### config.mk
export PLATFORM = sky130hd
export DESIGN_NAME = qdac_slave
export DESIGN_NICKNAME = d
export VERILOG_FILES = /design/src/rtl/qdac_pkg.sv /design/src/rtl/qdac_line_filter.sv /design/src/rtl/qdac_slave.sv
export VERILOG_INCLUDE_DIRS = /design/src /design/src/rtl
export SDC_FILE = /design/constraint.sdc
export NUM_CORES = 1
export LEC_CHECK = 0
export BUFFER_PORTS_ARGS = -buffer_cell sky130_fd_sc_hd__buf_4
export CAP_MARGIN = 0
export CORE_MARGIN = 4
export CORE_UTILIZATION = 30
export DETAILED_ROUTE_END_ITERATION = 7
export PLACE_DENSITY = 0.47
export SLEW_MARGIN = 0
export SYNTH_ARGS = -nofsm -noshare
export SYNTH_HDL_FRONTEND = slang
export SYNTH_SLANG_ARGS = --single-unit
### constraint.sdc
create_clock -name clk -period 2.9 [get_ports clk]
set_input_delay 0.58 -clock clk [delete_from_list [all_inputs] [get_ports clk]]
set_output_delay 0.58 -clock clk [all_outputs]
set_load 0.01 [all_outputs]
### src/rtl/qdac_cfg.svh
// Constants for the quad converter two-wire slave.
// Assumes inclusion by bare name from rtl files.
`ifndef QDAC_CFG_SVH
`define QDAC_CFG_SVH
`define QDAC_CODE_W       12
`define QDAC_NUM_CH       4
`define QDAC_ADDR_HI6     6'h1E
`define QDAC_CODE_RESET   12'h000
`define QDAC_PD_RESET     2'h3
`define QDAC_GLITCH_CYC   4'h3
`define QDAC_CMD_EXT      4'h1
`define QDAC_CMD_LOAD_ALL 2'h0
`define QDAC_CMD_LOAD_IN  2'h1
`define QDAC_CMD_UPD_ALL  4'h8
`define QDAC_CMD_LOAD_ALL_IN 4'hC
`endif

### src/rtl/qdac_pkg.sv
// Types for the quad converter two-wire slave.
// Assumes qdac_cfg.svh for numeric constants.
package qdac_pkg;
  typedef enum logic [1:0] {
    QDAC_PD_ON, QDAC_PD_FLOAT, QDAC_PD_1K, QDAC_PD_100K
  } qdac_pd_t;
  typedef enum logic [2:0] {
    QDAC_ST_IDLE, QDAC_ST_ADDR, QDAC_ST_ACK, QDAC_ST_WR, QDAC_ST_RD, QDAC_ST_RACK
  } qdac_state_t;
endpackage

### src/rtl/qdac_line_filter.sv
// Synchroniser and glitch filter for one bus line.
// Assumes the line idles high and is asynchronous to clk.
`timescale 1ns/1ps
`include "qdac_cfg.svh"
module qdac_line_filter #(
  parameter logic [3:0] FILT_CYC = `QDAC_GLITCH_CYC
) (
  input  wire logic clk,
  input  wire logic reset,
  input  wire logic line_in,
  output logic      line_out
);
  logic [1:0] sync_r;
  logic [1:0] sync_nxt;
  logic [3:0] cnt_r;
  logic [3:0] cnt_nxt;
  logic       out_r;
  logic       out_nxt;

  always_comb begin
    sync_nxt = {sync_r[0], line_in};
    cnt_nxt  = 4'h0;
    out_nxt  = out_r;
    // Output follows only after the level holds for FILT_CYC samples
    if (sync_r[1] != out_r) begin
      cnt_nxt = cnt_r + 4'h1;
      if (cnt_r >= FILT_CYC - 4'h1) begin
        out_nxt = sync_r[1];
        cnt_nxt = 4'h0;
      end
    end
  end

  always_ff @(posedge clk) begin
    if (reset) begin
      sync_r <= 2'h3;
      cnt_r  <= 4'h0;
      out_r  <= 1'b1;
    end else begin
      sync_r <= sync_nxt;
      cnt_r  <= cnt_nxt;
      out_r  <= out_nxt;
    end
  end

  assign line_out = out_r;
endmodule

### src/rtl/qdac_slave.sv
// Two-wire slave and register core of a quad 12-bit converter.
// Assumes an external master drives scl; sda is open drain, resolved outside.
// Functional notes
// - Each of four channels has its own input and output register.
// - Output register writes change output now; input-only writes do not.
// - Register contents are never cleared by idle or timeout.
// - Codes are unsigned straight binary, zero to 4095.
// - Reset clears output registers and selects 100k power-down everywhere.
// - Power-down disables buffers and disconnects strings from reference.
// - Select 00 up, 01 float, 10 1k, 11 100k.
// - Power-down keeps registers; wake-up restores prior output.
// - Address least bit follows the address-select pin.
// - Slave only; never drives the clock line.
// - Works for bus rates from static up to 400kHz.
// - Bytes are eight bits, MSB first, plus an acknowledge pulse.
// - SDA change during SCL high is a control condition.
// - Lines are released when idle.
// - Start is SDA falling with SCL high; stop is SDA rising.
// - Repeated start keeps session and expects a new address.
// - Stop or address mismatch ignores clock until next start.
// - Stop honoured anywhere except same high pulse as start.
// - Back-to-back writes accepted with or without repeated start.
// - Acknowledge received bytes by holding SDA low in ninth period.
// - Address last bit: zero write, one read.
// - Registers update at acknowledge falling edge; aborted writes change nothing.
// - General call ignored; seven-bit addressing only.
`timescale 1ns/1ps
`include "qdac_cfg.svh"
module qdac_slave
  import qdac_pkg::*;
#(
  parameter logic [5:0] ADDR_HI6 = `QDAC_ADDR_HI6,
  parameter int         CODE_W   = `QDAC_CODE_W
) (
  input  wire logic              clk,
  input  wire logic              reset,
  input  wire logic              scl_in,
  input  wire logic              sda_in,
  output logic                   sda_out,
  output logic                   sda_oe,
  input  wire logic              addr_sel,
  output logic [CODE_W-1:0]      chan_a_output,
  output logic [CODE_W-1:0]      chan_b_output,
  output logic [CODE_W-1:0]      chan_c_output,
  output logic [CODE_W-1:0]      chan_d_output,
  output logic [3:0]             buf_enable,
  output logic [3:0]             term_1k,
  output logic [3:0]             term_100k,
  output logic                   bus_active
);
  // ****************************************
  // Line conditioning
  // ****************************************
  logic scl_f;
  logic sda_f;
  logic scl_d_r;
  logic sda_d_r;
  logic [1:0] asel_sync_r;

  qdac_line_filter u_scl_filt (
    .clk      (clk),
    .reset    (reset),
    .line_in  (scl_in),
    .line_out (scl_f)
  );
  qdac_line_filter u_sda_filt (
    .clk      (clk),
    .reset    (reset),
    .line_in  (sda_in),
    .line_out (sda_f)
  );

  logic scl_rise;
  logic scl_fall;
  logic start_det;
  logic stop_det;
  assign scl_rise  = scl_f & ~scl_d_r;
  assign scl_fall  = ~scl_f & scl_d_r;
  assign start_det = scl_f & scl_d_r & sda_d_r & ~sda_f;
  assign stop_det  = scl_f & scl_d_r & ~sda_d_r & sda_f;

  // ****************************************
  // Helpers
  // ****************************************
  function automatic qdac_pd_t pd_decode(input logic [1:0] sel);
    // Bit 1 is powerdown_sel_hi, bit 0 powerdown_sel_lo
    case (sel)
      2'h0:    pd_decode = QDAC_PD_ON;
      2'h1:    pd_decode = QDAC_PD_FLOAT;
      2'h2:    pd_decode = QDAC_PD_1K;
      default: pd_decode = QDAC_PD_100K;
    endcase
  endfunction

  // ****************************************
  // Protocol and register state
  // ****************************************
  qdac_state_t       st_r, st_nxt;
  qdac_state_t       ack_ret_r, ack_ret_nxt;
  logic [7:0]        sh_r, sh_nxt;
  logic [3:0]        bit_r, bit_nxt;
  logic [1:0]        byte_r, byte_nxt;
  logic [7:0]        cmd_r, cmd_nxt;
  logic              ext_r, ext_nxt;
  logic              ack_drv_r, ack_drv_nxt;
  logic              tx_r, tx_nxt;
  logic              started_r, started_nxt;
  logic              nack_r, nack_nxt;
  logic [1:0]        rd_ch_r, rd_ch_nxt;
  logic [CODE_W-1:0] in_r  [`QDAC_NUM_CH];
  logic [CODE_W-1:0] in_nxt[`QDAC_NUM_CH];
  logic [CODE_W-1:0] out_r [`QDAC_NUM_CH];
  logic [CODE_W-1:0] out_nxt[`QDAC_NUM_CH];
  qdac_pd_t          pd_r  [`QDAC_NUM_CH];
  qdac_pd_t          pd_nxt[`QDAC_NUM_CH];

  logic [6:0] own_addr;
  assign own_addr = {ADDR_HI6, asel_sync_r[1]};

  always_comb begin
    st_nxt      = st_r;
    ack_ret_nxt = ack_ret_r;
    sh_nxt      = sh_r;
    bit_nxt     = bit_r;
    byte_nxt    = byte_r;
    cmd_nxt     = cmd_r;
    ext_nxt     = ext_r;
    ack_drv_nxt = ack_drv_r;
    tx_nxt      = tx_r;
    started_nxt = started_r;
    nack_nxt    = nack_r;
    rd_ch_nxt   = rd_ch_r;
    in_nxt      = in_r;
    out_nxt     = out_r;
    pd_nxt      = pd_r;
    if (start_det) begin
      st_nxt      = QDAC_ST_ADDR;
      bit_nxt     = 4'h0;
      byte_nxt    = 2'h0;
      ext_nxt     = 1'b0;
      ack_drv_nxt = 1'b0;
      tx_nxt      = 1'b0;
      started_nxt = 1'b1;
    end else if (stop_det && !started_r) begin
      st_nxt      = QDAC_ST_IDLE;
      ack_drv_nxt = 1'b0;
      tx_nxt      = 1'b0;
    end else begin
      if (scl_rise) begin
        started_nxt = 1'b0;
      end
      case (st_r)
        QDAC_ST_IDLE: begin
          // Clock ignored here, lines left released
        end
        QDAC_ST_ADDR, QDAC_ST_WR: begin
          if (scl_rise) begin
            sh_nxt  = {sh_r[6:0], sda_f};
            bit_nxt = bit_r + 4'h1;
          end
          if (scl_fall && bit_r == 4'h8) begin
            bit_nxt = 4'h0;
            if (st_r == QDAC_ST_ADDR) begin
              if (sh_r[7:1] == own_addr) begin
                ack_drv_nxt = 1'b1;
                ack_ret_nxt = sh_r[0] ? QDAC_ST_RD : QDAC_ST_WR;
                // Marks the address ack so it is not taken as a command
                byte_nxt    = 2'h2;
                st_nxt      = QDAC_ST_ACK;
              end else begin
                st_nxt = QDAC_ST_IDLE;
              end
            end else begin
              ack_drv_nxt = 1'b1;
              ack_ret_nxt = QDAC_ST_WR;
              st_nxt      = QDAC_ST_ACK;
            end
          end
        end
        QDAC_ST_ACK: begin
          if (scl_fall) begin
            ack_drv_nxt = 1'b0;
            st_nxt      = ack_ret_r;
            if (ack_ret_r == QDAC_ST_RD) begin
              rd_ch_nxt = cmd_r[5:4];
              sh_nxt    = {4'h0, out_r[cmd_r[5:4]][CODE_W-1:8]};
              tx_nxt    = 1'b1;
              byte_nxt  = 2'h0;
            end else if (byte_r == 2'h2) begin
              // Address acknowledged; a command byte comes next
              byte_nxt = 2'h0;
            end else if (byte_r == 2'h0) begin
              cmd_nxt  = sh_r;
              ext_nxt  = (sh_r[7:4] == `QDAC_CMD_EXT) && (sh_r[3:0] == 4'h0);
              byte_nxt = 2'h1;
            end else begin
              byte_nxt = 2'h0;
              ext_nxt  = 1'b0;
              if (ext_r) begin
                // Power-down byte: select in bits 7:6, channels D..A in 5:2
                for (int i = 0; i < `QDAC_NUM_CH; i++) begin
                  if (sh_r[2+i]) begin
                    pd_nxt[i] = pd_decode(sh_r[7:6]);
                  end
                end
              end else if (cmd_r[7:6] == `QDAC_CMD_LOAD_ALL) begin
                // Load one, transfer all inputs to outputs
                for (int i = 0; i < `QDAC_NUM_CH; i++) begin
                  out_nxt[i] = in_r[i];
                end
                in_nxt[cmd_r[5:4]]  = {cmd_r[3:0], sh_r};
                out_nxt[cmd_r[5:4]] = {cmd_r[3:0], sh_r};
              end else if (cmd_r[7:6] == `QDAC_CMD_LOAD_IN) begin
                in_nxt[cmd_r[5:4]] = {cmd_r[3:0], sh_r};
              end else if (cmd_r[7:4] == `QDAC_CMD_UPD_ALL) begin
                for (int i = 0; i < `QDAC_NUM_CH; i++) begin
                  out_nxt[i] = in_r[i];
                end
              end else if (cmd_r[7:4] == `QDAC_CMD_LOAD_ALL_IN) begin
                for (int i = 0; i < `QDAC_NUM_CH; i++) begin
                  in_nxt[i] = {cmd_r[3:0], sh_r};
                end
              end
            end
          end
        end
        QDAC_ST_RD: begin
          if (scl_fall && bit_r != 4'h8) begin
            sh_nxt  = {sh_r[6:0], 1'b0};
            bit_nxt = bit_r + 4'h1;
            if (bit_r == 4'h7) begin
              tx_nxt  = 1'b0;
              bit_nxt = 4'h8;
            end
          end
          if (scl_rise && bit_r == 4'h8) begin
            nack_nxt = sda_f;
            st_nxt   = QDAC_ST_RACK;
          end
        end
        QDAC_ST_RACK: begin
          if (scl_fall) begin
            bit_nxt = 4'h0;
            if (nack_r) begin
              st_nxt = QDAC_ST_IDLE;
            end else begin
              st_nxt   = QDAC_ST_RD;
              tx_nxt   = 1'b1;
              byte_nxt = byte_r + 2'h1;
              sh_nxt   = byte_r[0] ? {4'h0, out_r[rd_ch_r][CODE_W-1:8]}
                                   : out_r[rd_ch_r][7:0];
            end
          end
        end
        default: st_nxt = QDAC_ST_IDLE;
      endcase
    end
  end

  always_ff @(posedge clk) begin
    if (reset) begin
      st_r        <= QDAC_ST_IDLE;
      ack_ret_r   <= QDAC_ST_IDLE;
      sh_r        <= 8'h00;
      bit_r       <= 4'h0;
      byte_r      <= 2'h0;
      cmd_r       <= 8'h00;
      ext_r       <= 1'b0;
      ack_drv_r   <= 1'b0;
      tx_r        <= 1'b0;
      started_r   <= 1'b0;
      nack_r      <= 1'b0;
      rd_ch_r     <= 2'h0;
      scl_d_r     <= 1'b1;
      sda_d_r     <= 1'b1;
      asel_sync_r <= 2'h0;
      for (int i = 0; i < `QDAC_NUM_CH; i++) begin
        in_r[i]  <= `QDAC_CODE_RESET;
        out_r[i] <= `QDAC_CODE_RESET;
        pd_r[i]  <= QDAC_PD_100K;
      end
    end else begin
      st_r        <= st_nxt;
      ack_ret_r   <= ack_ret_nxt;
      sh_r        <= sh_nxt;
      bit_r       <= bit_nxt;
      byte_r      <= byte_nxt;
      cmd_r       <= cmd_nxt;
      ext_r       <= ext_nxt;
      ack_drv_r   <= ack_drv_nxt;
      tx_r        <= tx_nxt;
      started_r   <= started_nxt;
      nack_r      <= nack_nxt;
      rd_ch_r     <= rd_ch_nxt;
      scl_d_r     <= scl_f;
      sda_d_r     <= sda_f;
      asel_sync_r <= {asel_sync_r[0], addr_sel};
      in_r        <= in_nxt;
      out_r       <= out_nxt;
      pd_r        <= pd_nxt;
    end
  end

  // ****************************************
  // Outputs
  // ****************************************
  // Open drain: only ever pulls low, never touches scl
  assign sda_out = 1'b0;
  assign sda_oe  = ack_drv_r | (tx_r & ~sh_r[7]);
  assign bus_active = (st_r != QDAC_ST_IDLE);

  assign chan_a_output = out_r[0];
  assign chan_b_output = out_r[1];
  assign chan_c_output = out_r[2];
  assign chan_d_output = out_r[3];

  genvar g;
  generate
    for (g = 0; g < `QDAC_NUM_CH; g++) begin : g_pd
      // Buffer off disconnects string from reference too
      assign buf_enable[g] = (pd_r[g] == QDAC_PD_ON);
      assign term_1k[g]    = (pd_r[g] == QDAC_PD_1K);
      assign term_100k[g]  = (pd_r[g] == QDAC_PD_100K);
    end
  endgenerate
endmodule

[Word-level counts from Yosys, hierarchy flattened]
Cells that the tools add are included.
Storage, ports and cells
  bits in registers: 157
  input port bits: 5
  output and inout bits: 63
  logic and storage cells: 238
Cells by class
  add/sub/neg operators: 4
  order comparisons: 5
  equality and inequality tests: 49
  multiplexer cells: 70
  bitwise logic cells: 25
  reductions and logical operators: 51
Operators with widths (count)
  $mux 48: 7
  $mux 12: 5
  $mux 8: 7
  $bmux 12 s2: 2
  $bwmux 48: 1
  $reduce_and 9->1: 5
  $pmux 8 s4: 1
  $reduce_and 5->1: 6
  $mux 3: 9
  $ne 2x2->1 const B: 13
  $demux 12 s2: 1
  $eq 2x2->1 const B: 10
  $mux 4: 5
  $ne 4x4->1 const B: 5
  $reduce_and 10->1: 2
  $mux 1: 19
  $pmux 3 s5: 1
  $reduce_bool 3->1: 5
  $logic_not 2->1: 7
  $mux 2: 7
  $not 1->1: 14
  $reduce_and 7->1: 2
  $add 4x1->4 const B: 3
  $eq 4x4->1 const B: 3
  other kinds (32): 64

[Depth between registers and ports, before layout]
Gate-level depths: netlist (run 1).
  depth in word-level cells: 8
  depth in mapped cells: 9
  gate-level depth less buffers: 7

[By module]
From an unflattened synthesis (run 1), not the netlist that was laid out.
Unflattened totals
  cell total of the unflattened synthesis: 802
  area, all modules: 7463.4 um^2
Modules (own cells, without submodules)
  qdac_slave: times used 1, cells each 760, area each 6962.9 um^2, seq. area each 2842.7 um^2
  qdac_line_filter: times used 2, cells each 21, area each 250.2 um^2, seq. area each 140.1 um^2

[Worst setup path after synthesis (run 1)]
Ideal clock, no wire load.
  kind: register to register
  start point: reg st_r[2]
  end point: reg out_r (netlist bit chan_a_output[0])
  setup time: 0.146 ns
  arrival: 1.885 ns
  required time: 2.754 ns
  slack: 0.869 ns
  cell stages (with the launch flop): 10
  buffers on the path: 5
  period minus slack after synthesis: 2.031 ns
  cell sequence: dfxtp_1 -> buf_2 -> or3b_1 -> buf_2 -> nor4b_4 -> and3b_1 -> buf_4 -> buf_6 -> buf_6 -> a211oi_2
Between the ends
  cells in the longest elaborated chain, start to end: 2
RTL lines
  from (decl): line qdac_slave.sv:98  | qdac_state_t st_r, st_nxt;
  from (signal assigned): line qdac_slave.sv:283  | st_r <= st_nxt;
  $eq 3x2->1: line qdac_slave.sv:152  | case (st_r)
  $reduce_and 10->1 (no line)
  to (signal, indexed assignment): line qdac_slave.sv:279  | out_r[i] <= `QDAC_CODE_RESET;
  to (signal assigned): line qdac_slave.sv:299  | out_r <= out_nxt;
  to (decl): line qdac_slave.sv:112  | logic [CODE_W-1:0] out_r [`QDAC_NUM_CH];
No other way between the ends.
A chain may end at the register's enable or synchronous reset.

[Final worst setup path (run 1)]
  start point: reg byte_r[0]
  end point: reg out_r (netlist bit chan_a_output[2])
Between the ends
  cells in the longest elaborated chain, start to end: 3
  elaborated cells on any way between the ends: 5
  classes of those cells: 1 x eq/ne; 2 x bitwise; 2 x reduce/logical
RTL lines
  from (decl): line qdac_slave.sv:102  | logic [1:0] byte_r, byte_nxt;
  from (signal assigned): line qdac_slave.sv:287  | byte_r <= byte_nxt;
  $eq 2x2->1 or $logic_not 2->1 (tied branches): line qdac_slave.sv:189, qdac_slave.sv:192
  $not 1->1 (no line)
  $reduce_and 10->1 (no line) *
Mark *: on every way between the ends. The rest lies on a longest branch, timed or not.

==> out/results.txt, run 1 <==
Kind of critical path -> register to register
Share of the synthesized area in the top cell type -> 0.414
Yosys reg bits -> 156
Power Density -> 501 nW/um^2
Worst slew pin tran -> 0.793 ns
Tcrit/Tclk final -> 0.869
Die height -> 167 um
Number of synthesized flops with an enable pin -> 0
Fmax -> 397 MHz
Worst setup SP type -> register
Largest family of logic cells by synthesized area -> multiplexers
Most frequent cells in the layout -> 156 x dfxtp_1, 135 x nor2_1, 112 x mux2i_1, 98 x buf_4, 48 x a211oi_2
PostCTS Resize Cnt -> 0
Placer congestion estimate -> 0.838
DP Worst Slack -> 0.422 ns
Leak pwr -> 0.00365 uW
Final Critical Period -> 2.52 ns
Diodes inserted -> 0
P_int -> 3420 uW
Max_slew headroom -> 0.471
Max Root-Sink Buffers -> 2
Residual DRC count -> 0
Depth of the most critical reg-to-reg path -> 7
Final antenna-violating net count -> 0
Nets@finish -> 824
Setup tns final -> 0 ns
Share of total power in combinational logic -> 0.028
Final Skew -> 0.0161 ns
CP Max Fanout -> 41
CTS clk-pin slew, worst paths -> 0.07 ns
Syn Inst Count -> 753
CP arrival -> 2.87 ns
First-pass GRT wire length -> 33900 um
Area delta synth->final -> 19.6%
Setup violations, final -> 0
First-pass iteration count of the detailed router -> 4
Most used DFF post-synth -> dfxtp_1
Multi-input logic area -> 4090 um^2
GRT Residual Overflow -> 0
Vias in the first global route -> 5646
Input/output buffers -> 66
Drt wl/cell -> 18.6 um
Worst vdd rail ir drop -> 0.000355 V
XOR/XNOR Fraction of Synth Area -> 0.00580
Io pins -> 68
Post-synthesis simple-gate area fraction -> 0.158
Setup bufs post-CTS -> 0
Sequential cell area -> 3120 um^2
Seq/Total Area, Yosys -> 0.414
Unrepaired setup endpoints after global routing -> no
CP required -> 3.25 ns
Fillers -> 2530
Tot GR Track Use -> 0.154
Synth area leaders -> dfxtp_1 41%, mux2i_1 15%, a211oi_2 8.0%
Slack of the critical path -> 0.380 ns
Post-Synth Adder-Cell Area -> 0.0149
H-tree depth -> 4
RR Endpoint -> chan_a_output[2]
Clk Latency, worst-skew pair -> 0.43 ns
Area leader, netlist -> dfxtp_1
WL final -> 21300 um
Clock Power Share -> 0.491
Hold_buf cts -> 0
Total die area -> 27800 um^2
Mux cell area share after synthesis -> 0.196
Hold Path Depth -> 2
DPL Wire Length -> 14900 um
Commonest non-fill, non-tap cell in the layout -> dfxtp_1
Chip width -> 167 um
Largest net degree at the start of global routing -> 123
Post-synthesis cell area -> 7550 um^2
NetSw -> 1100 uW
Clock sinks -> 156
Starting DRT DRC Count -> 236
Fin. Hold Viols -> 0
Net Sw Frac -> 0.244
Syn avg cell area -> 10.0 um^2
Hold Path Class -> input port to register
Worst R2R Start -> byte_r[0]
Sequential Power Share -> 0.481
Share of layout cells above drive strength 1 -> 0.263
Crit end category -> register
Worst Hold End -> u_scl_filt.sync_r[0]
Ys async rst share -> 0
Yosys Warn Count -> 0
Initial core utilization -> 0.308
Num CTS Buffers -> 17
Fin util -> 0.368
CTS root buf -> clkbuf_16
R2R Setup Slk -> 0.38 ns
Max Slew Vio Count -> 0
Hold_ws -> 0.333 ns
Synth unique cells -> 64
Max cap viols -> 0
CTS tree -> yes
Core Area -> 24500 um^2
Row count -> 57
Initial antenna violation count -> 0
Outcome -> completed
DR vias/cell -> 5.02
DR vias -> 5753
Hold_sp -> scl_in
Post-synthesis compound-gate area fraction -> 0.159
## power by group through the flow
stage / clock [uW] / sequential, uW / combinational (uW)
2_1_floorplan: 0 / 2210 / 95.0
3_3_place_gp: 0 / 2220 / 129
3_5_place_dp: 0 / 2220 / 128
4_1_cts: 2280 / 2170 / 128
5_1_grt: 2380 / 2170 / 139
6_report: 2220 / 2170 / 127
## metal layers
| metal | part of all wire | GRT usage |
|---|---|---|
| met5 | 0 | 0 |
| met4 | 0.0096 | 0.0438 |
| met3 | 0.035 | 0.0299 |
| met2 | 0.49 | 0.258 |
| met1 | 0.47 | 0.202 |
## sequential cells by signal, indices dropped and copies added, names as in the netlist, 2 cells and up
name               cells
chan_d_output         12
cmd_r                  8
bit_r                  4
chan_c_output         12
chan_a_output         12
ack_ret_r              2
st_r                   3
u_sda_filt.cnt_r       4
rd_ch_r                2
sh_r                   8
pd_r                   8
in_r                  48
byte_r                 2
chan_b_output         12
u_scl_filt.sync_r      2
asel_sync_r            2
u_scl_filt.cnt_r       4
u_sda_filt.sync_r      2
## logic make-up (layout without fill, tap and decap cells)
| kind of cell | count (synthesis) | after routing |
|---|---|---|
| AOI/OAI and AO/OA | 132 | 132 |
| muxes | 128 | 128 |
| DFF | 156 | 156 |
| adders and majority gates | 9 | 9 |
| xor gates and xnor gates | 5 | 5 |
| buffers and inverters | 76 | 143 |
| and+or+nand+nor | 246 | 246 |
| other | 1 | 3 |
## synth_stat cells, types with 3 or more instances
| master | instances |
|---|---|
| ha_1 | 9 |
| o21ai_0 | 7 |
| a22oi_1 | 9 |
| and2_1 | 4 |
| buf_6 | 10 |
| nor3b_1 | 8 |
| o211ai_1 | 4 |
| clkbuf_1 | 42 |
| xnor2_1 | 4 |
| and3b_1 | 4 |
| nand3_1 | 6 |
| dfxtp_1 | 156 |
| nor2b_1 | 16 |
| a311oi_1 | 10 |
| nor2_1 | 135 |
| nand2b_1 | 5 |
| buf_2 | 7 |
| a21oi_1 | 20 |
| o31ai_1 | 3 |
| mux4_2 | 16 |
| mux2i_1 | 112 |
| nor4_1 | 4 |
| a211oi_2 | 48 |
| or2_2 | 5 |
| buf_4 | 5 |
| nor3_1 | 10 |
| nand2_1 | 25 |
| nand4_1 | 6 |
| o2111ai_1 | 4 |
| inv_1 | 11 |
## final cells by class
type                    count  share of cell area
clock inverters            13              0.0146
clock buffers              18              0.0487
flip-flops and latches    156               0.346
well taps                 324              0.0449
multi-input cells         523               0.453
repair buffers            101              0.0882
inverters                  11             0.00458
## worst max-delay path by stage
stage	startpoint	end	slack (ns)
after floorplan	st_r[2]	chan_a_output[0]	0.87
after global placement	byte_r[0]	chan_c_output[3]	0.47
after detailed placement	byte_r[0]	chan_d_output[5]	0.42
after CTS	byte_r[0]	chan_c_output[1]	0.41
after global routing	byte_r[0]	chan_a_output[4]	0.19
final	byte_r[0]	chan_a_output[2]	0.38
## metrics by stage
step / cells / cell area (um^2) / total power [uW]
3_3_place_gp: 1115 / 8450 / 2350
6_report: 1146 / 9020 / 4520
5_1_grt: 1146 / 9020 / 4690
4_1_cts: 1146 / 9020 / 4590
2_1_floorplan: 755 / 7560 / 2300
3_5_place_dp: 1115 / 8450 / 2350
## critical path, stage by stage (launching register included)
cell and delay (ns):
dfxtp_1 0.35, inv_1 0.09, ha_1 0.26, nor4_2 0.64
and3b_4 0.53, buf_12 0.28, nor2_1 0.08, a211oi_2 0.19
Power figures use the tool's default switching activity.
==> inputs of run 2 (changes only) <==
- RECOVER_POWER: unset -> 25
- SETUP_SLACK_MARGIN: unset -> 0.15
- clock period: 2.9 -> 3.2 ns (I/O delays scaled with it)
==> run 2 against run 1 <==
First-iteration DRC count rose by 21%; critical endpoint is now in_r[46]; register-to-register slack improved by 0.24 ns; worst setup slack improved by 0.24 ns; highest routed layer unchanged.
==> out/results.txt, run 2 (synthesis gave the netlist of run 1 again) <==
Top cell family by delay on the critical path -> simple AND/OR/NAND/NOR gates
CTS tree -> yes
Setup tns final -> 0 ns (unchanged)
Row count -> 57 (unchanged)
Max cap viols -> 0 (unchanged)
Final Critical Period -> 2.58 ns (+0.0573 ns)
Total die area -> 27800 um^2 (unchanged)
Crit path cell chain -> and4b_1, nor4_2, o2111ai_2, mux2i_1, nor2_1
CP max stage cell -> o2111ai_2
Fmax -> 388 MHz (-2.2%)
Crit end category -> register
Hold_buf cts -> 0 (unchanged)
Worst R2R Start -> u_sda_filt.line_out
Nets@finish -> 816 (-0.97%)
Number of flip-flops in the largest register -> 48 (unchanged)
Fin util -> 0.359 (-0.00898)
Most frequent cells in the layout -> 156 x dfxtp_1, 135 x nor2_1, 112 x mux2i_1, 50 x buf_4, 48 x a211oi_2
Fillers -> 2547 (+0.67%)
Leak pwr -> 0.00343 uW (-5.9%)
DR vias -> 5714 (-0.68%)
Io pins -> 68 (unchanged)
Max_slew headroom -> 0.369 (-0.101)
DR vias/cell -> 5.02 (about the same)
WL final -> 21300 um (about the same)
Initial core utilization -> 0.308 (unchanged)
Kind of critical path -> register to register
Unrepaired setup endpoints after global routing -> no
Power Density -> 465 nW/um^2 (-7.1%)
CP required -> 3.49 ns (+0.24 ns)
Die height -> 167 um (unchanged)
GRT Residual Overflow -> 0 (unchanged)
Critical path's largest stage delay -> 0.68 ns (+0.04 ns)
Placer congestion estimate -> 0.828 (-1.2%)
Final Non-Filler Cells -> 1139 (-0.61%)
DPL Wire Length -> 14700 um (-1.2%)
Initial antenna violation count -> 0 (unchanged)
Fin. Hold Viols -> 0 (unchanged)
Worst setup SP type -> register
CP Max Fanout -> 12 (-71%)
Tcrit/Tclk final -> 0.805 (-0.0636)
Max Root-Sink Buffers -> 2 (unchanged)
PostCTS Resize Cnt -> 0 (unchanged)
Final Skew -> 0.0154 ns (-0.000682 ns)
Clock sinks -> 156 (unchanged)
CTS root buf -> clkbuf_16
Setup violations, final -> 0 (unchanged)
Commonest non-fill, non-tap cell in the layout -> dfxtp_1
Chip width -> 167 um (unchanged)
Hold_sp -> scl_in
Max Slew Vio Count -> 0 (unchanged)
Tot GR Track Use -> 0.154 (about the same)
Setup bufs post-CTS -> 0 (unchanged)
Clk Latency, worst-skew pair -> 0.43 ns (about the same)
Core Area -> 24500 um^2 (unchanged)
Hold_ws -> 0.395 ns (+0.0622 ns)
Outcome -> completed
Diodes inserted -> 0 (unchanged)
# placed instances -> 1107 (-0.72%)
Input/output buffers -> 66 (unchanged)
Drt wl/cell -> 18.7 um (+0.68%)
Top reg by flops -> in_r
CP arrival -> 2.87 ns (about the same)
Share of layout cells above drive strength 1 -> 0.206 (-0.0566)
Area delta synth->final -> 16.6%
Num CTS Buffers -> 17 (unchanged)
Largest net degree at the start of global routing -> 57 (-54%)
Residual DRC count -> 0 (unchanged)
Vias in the first global route -> 5597 (-0.87%)
Worst slew pin tran -> 0.946 ns (+0.153 ns)
Final antenna-violating net count -> 0 (unchanged)
H-tree depth -> 4 (unchanged)
Starting DRT DRC Count -> 286 (+21%)
Crit path launch -> u_sda_filt.line_out
First-pass iteration count of the detailed router -> 5 (+1)
First-pass GRT wire length -> 33800 um (-0.32%)
Worst vdd rail ir drop -> 0.000315 V (-11%)
WP buf/inv -> 0 (-2)
CTS clk-pin slew, worst paths -> 0.07 ns (about the same)
Hold Path Class -> input port to register
run 2: cell count changes in the layout (fill, tap and decap cells not counted):
cell	change
buf_4	-48
buf_12	-1
inv_8	+1
clkbuf_1	+41
clkbuf_8	-1
clkbuf_2	+1
clkinv_2	-1
inv_6	+1
run 2: final timing paths:
kind	end	slack (ns)	depth (start not counted)
worst min-delay path	u_scl_filt.sync_r[0]	0.40	2
worst min register to register	u_scl_filt.sync_r[1]	0.41	1
worst max-delay path	in_r[46]	0.62	5
worst max register to register	in_r[46]	0.62	5
run 2: final cells by class:
| type | count | area, um^2 | share of cell area |
|---|---|---|---|
| tap | 324 | 405 | 0.0460 |
| multi-input combinational | 523 | 4090 | 0.464 |
| clock buffer | 18 | 429 | 0.0487 |
| clock inverter | 14 | 146 | 0.0166 |
| sequential | 156 | 3120 | 0.355 |
| inverter | 11 | 41.3 | 0.00469 |
| timing repair buffer | 93 | 571 | 0.0648 |
run 2: routing by layer:
layer | track usage | wire (um) | vias to the layer above
met4 | 0.0455 | 339 | 0
met3 | 0.0263 | 694 | 22
li1 | - | - | 2826
met2 | 0.240 | 9770 | 111
met5 | 0 | 0 | -
met1 | 0.219 | 10500 | 2755
run 2: where the power goes:
part / switching [uW] / internal (uW)
Combinational: 78.6 / 32.1
Sequential: 17.3 / 1950
Clock: 915 / 1100
run 2: metrics by stage:
stage                     cell area, um^2  total power, uW  setup WS [ns]
after floorplan                      7560             2090           1.17
after global placement               8380             2130          0.698
after detailed placement             8380             2130          0.651
after CTS                            8960             4160          0.624
after global routing                 8800             4240          0.409
final                                8800             4100          0.623
run 2: worst register-to-register path: stages (launching register included):
cell and delay (ns):
dfxtp_1 0.48, and4b_1 0.29, nor4_2 0.59, o2111ai_2 0.68, mux2i_1 0.34, nor2_1 0.05
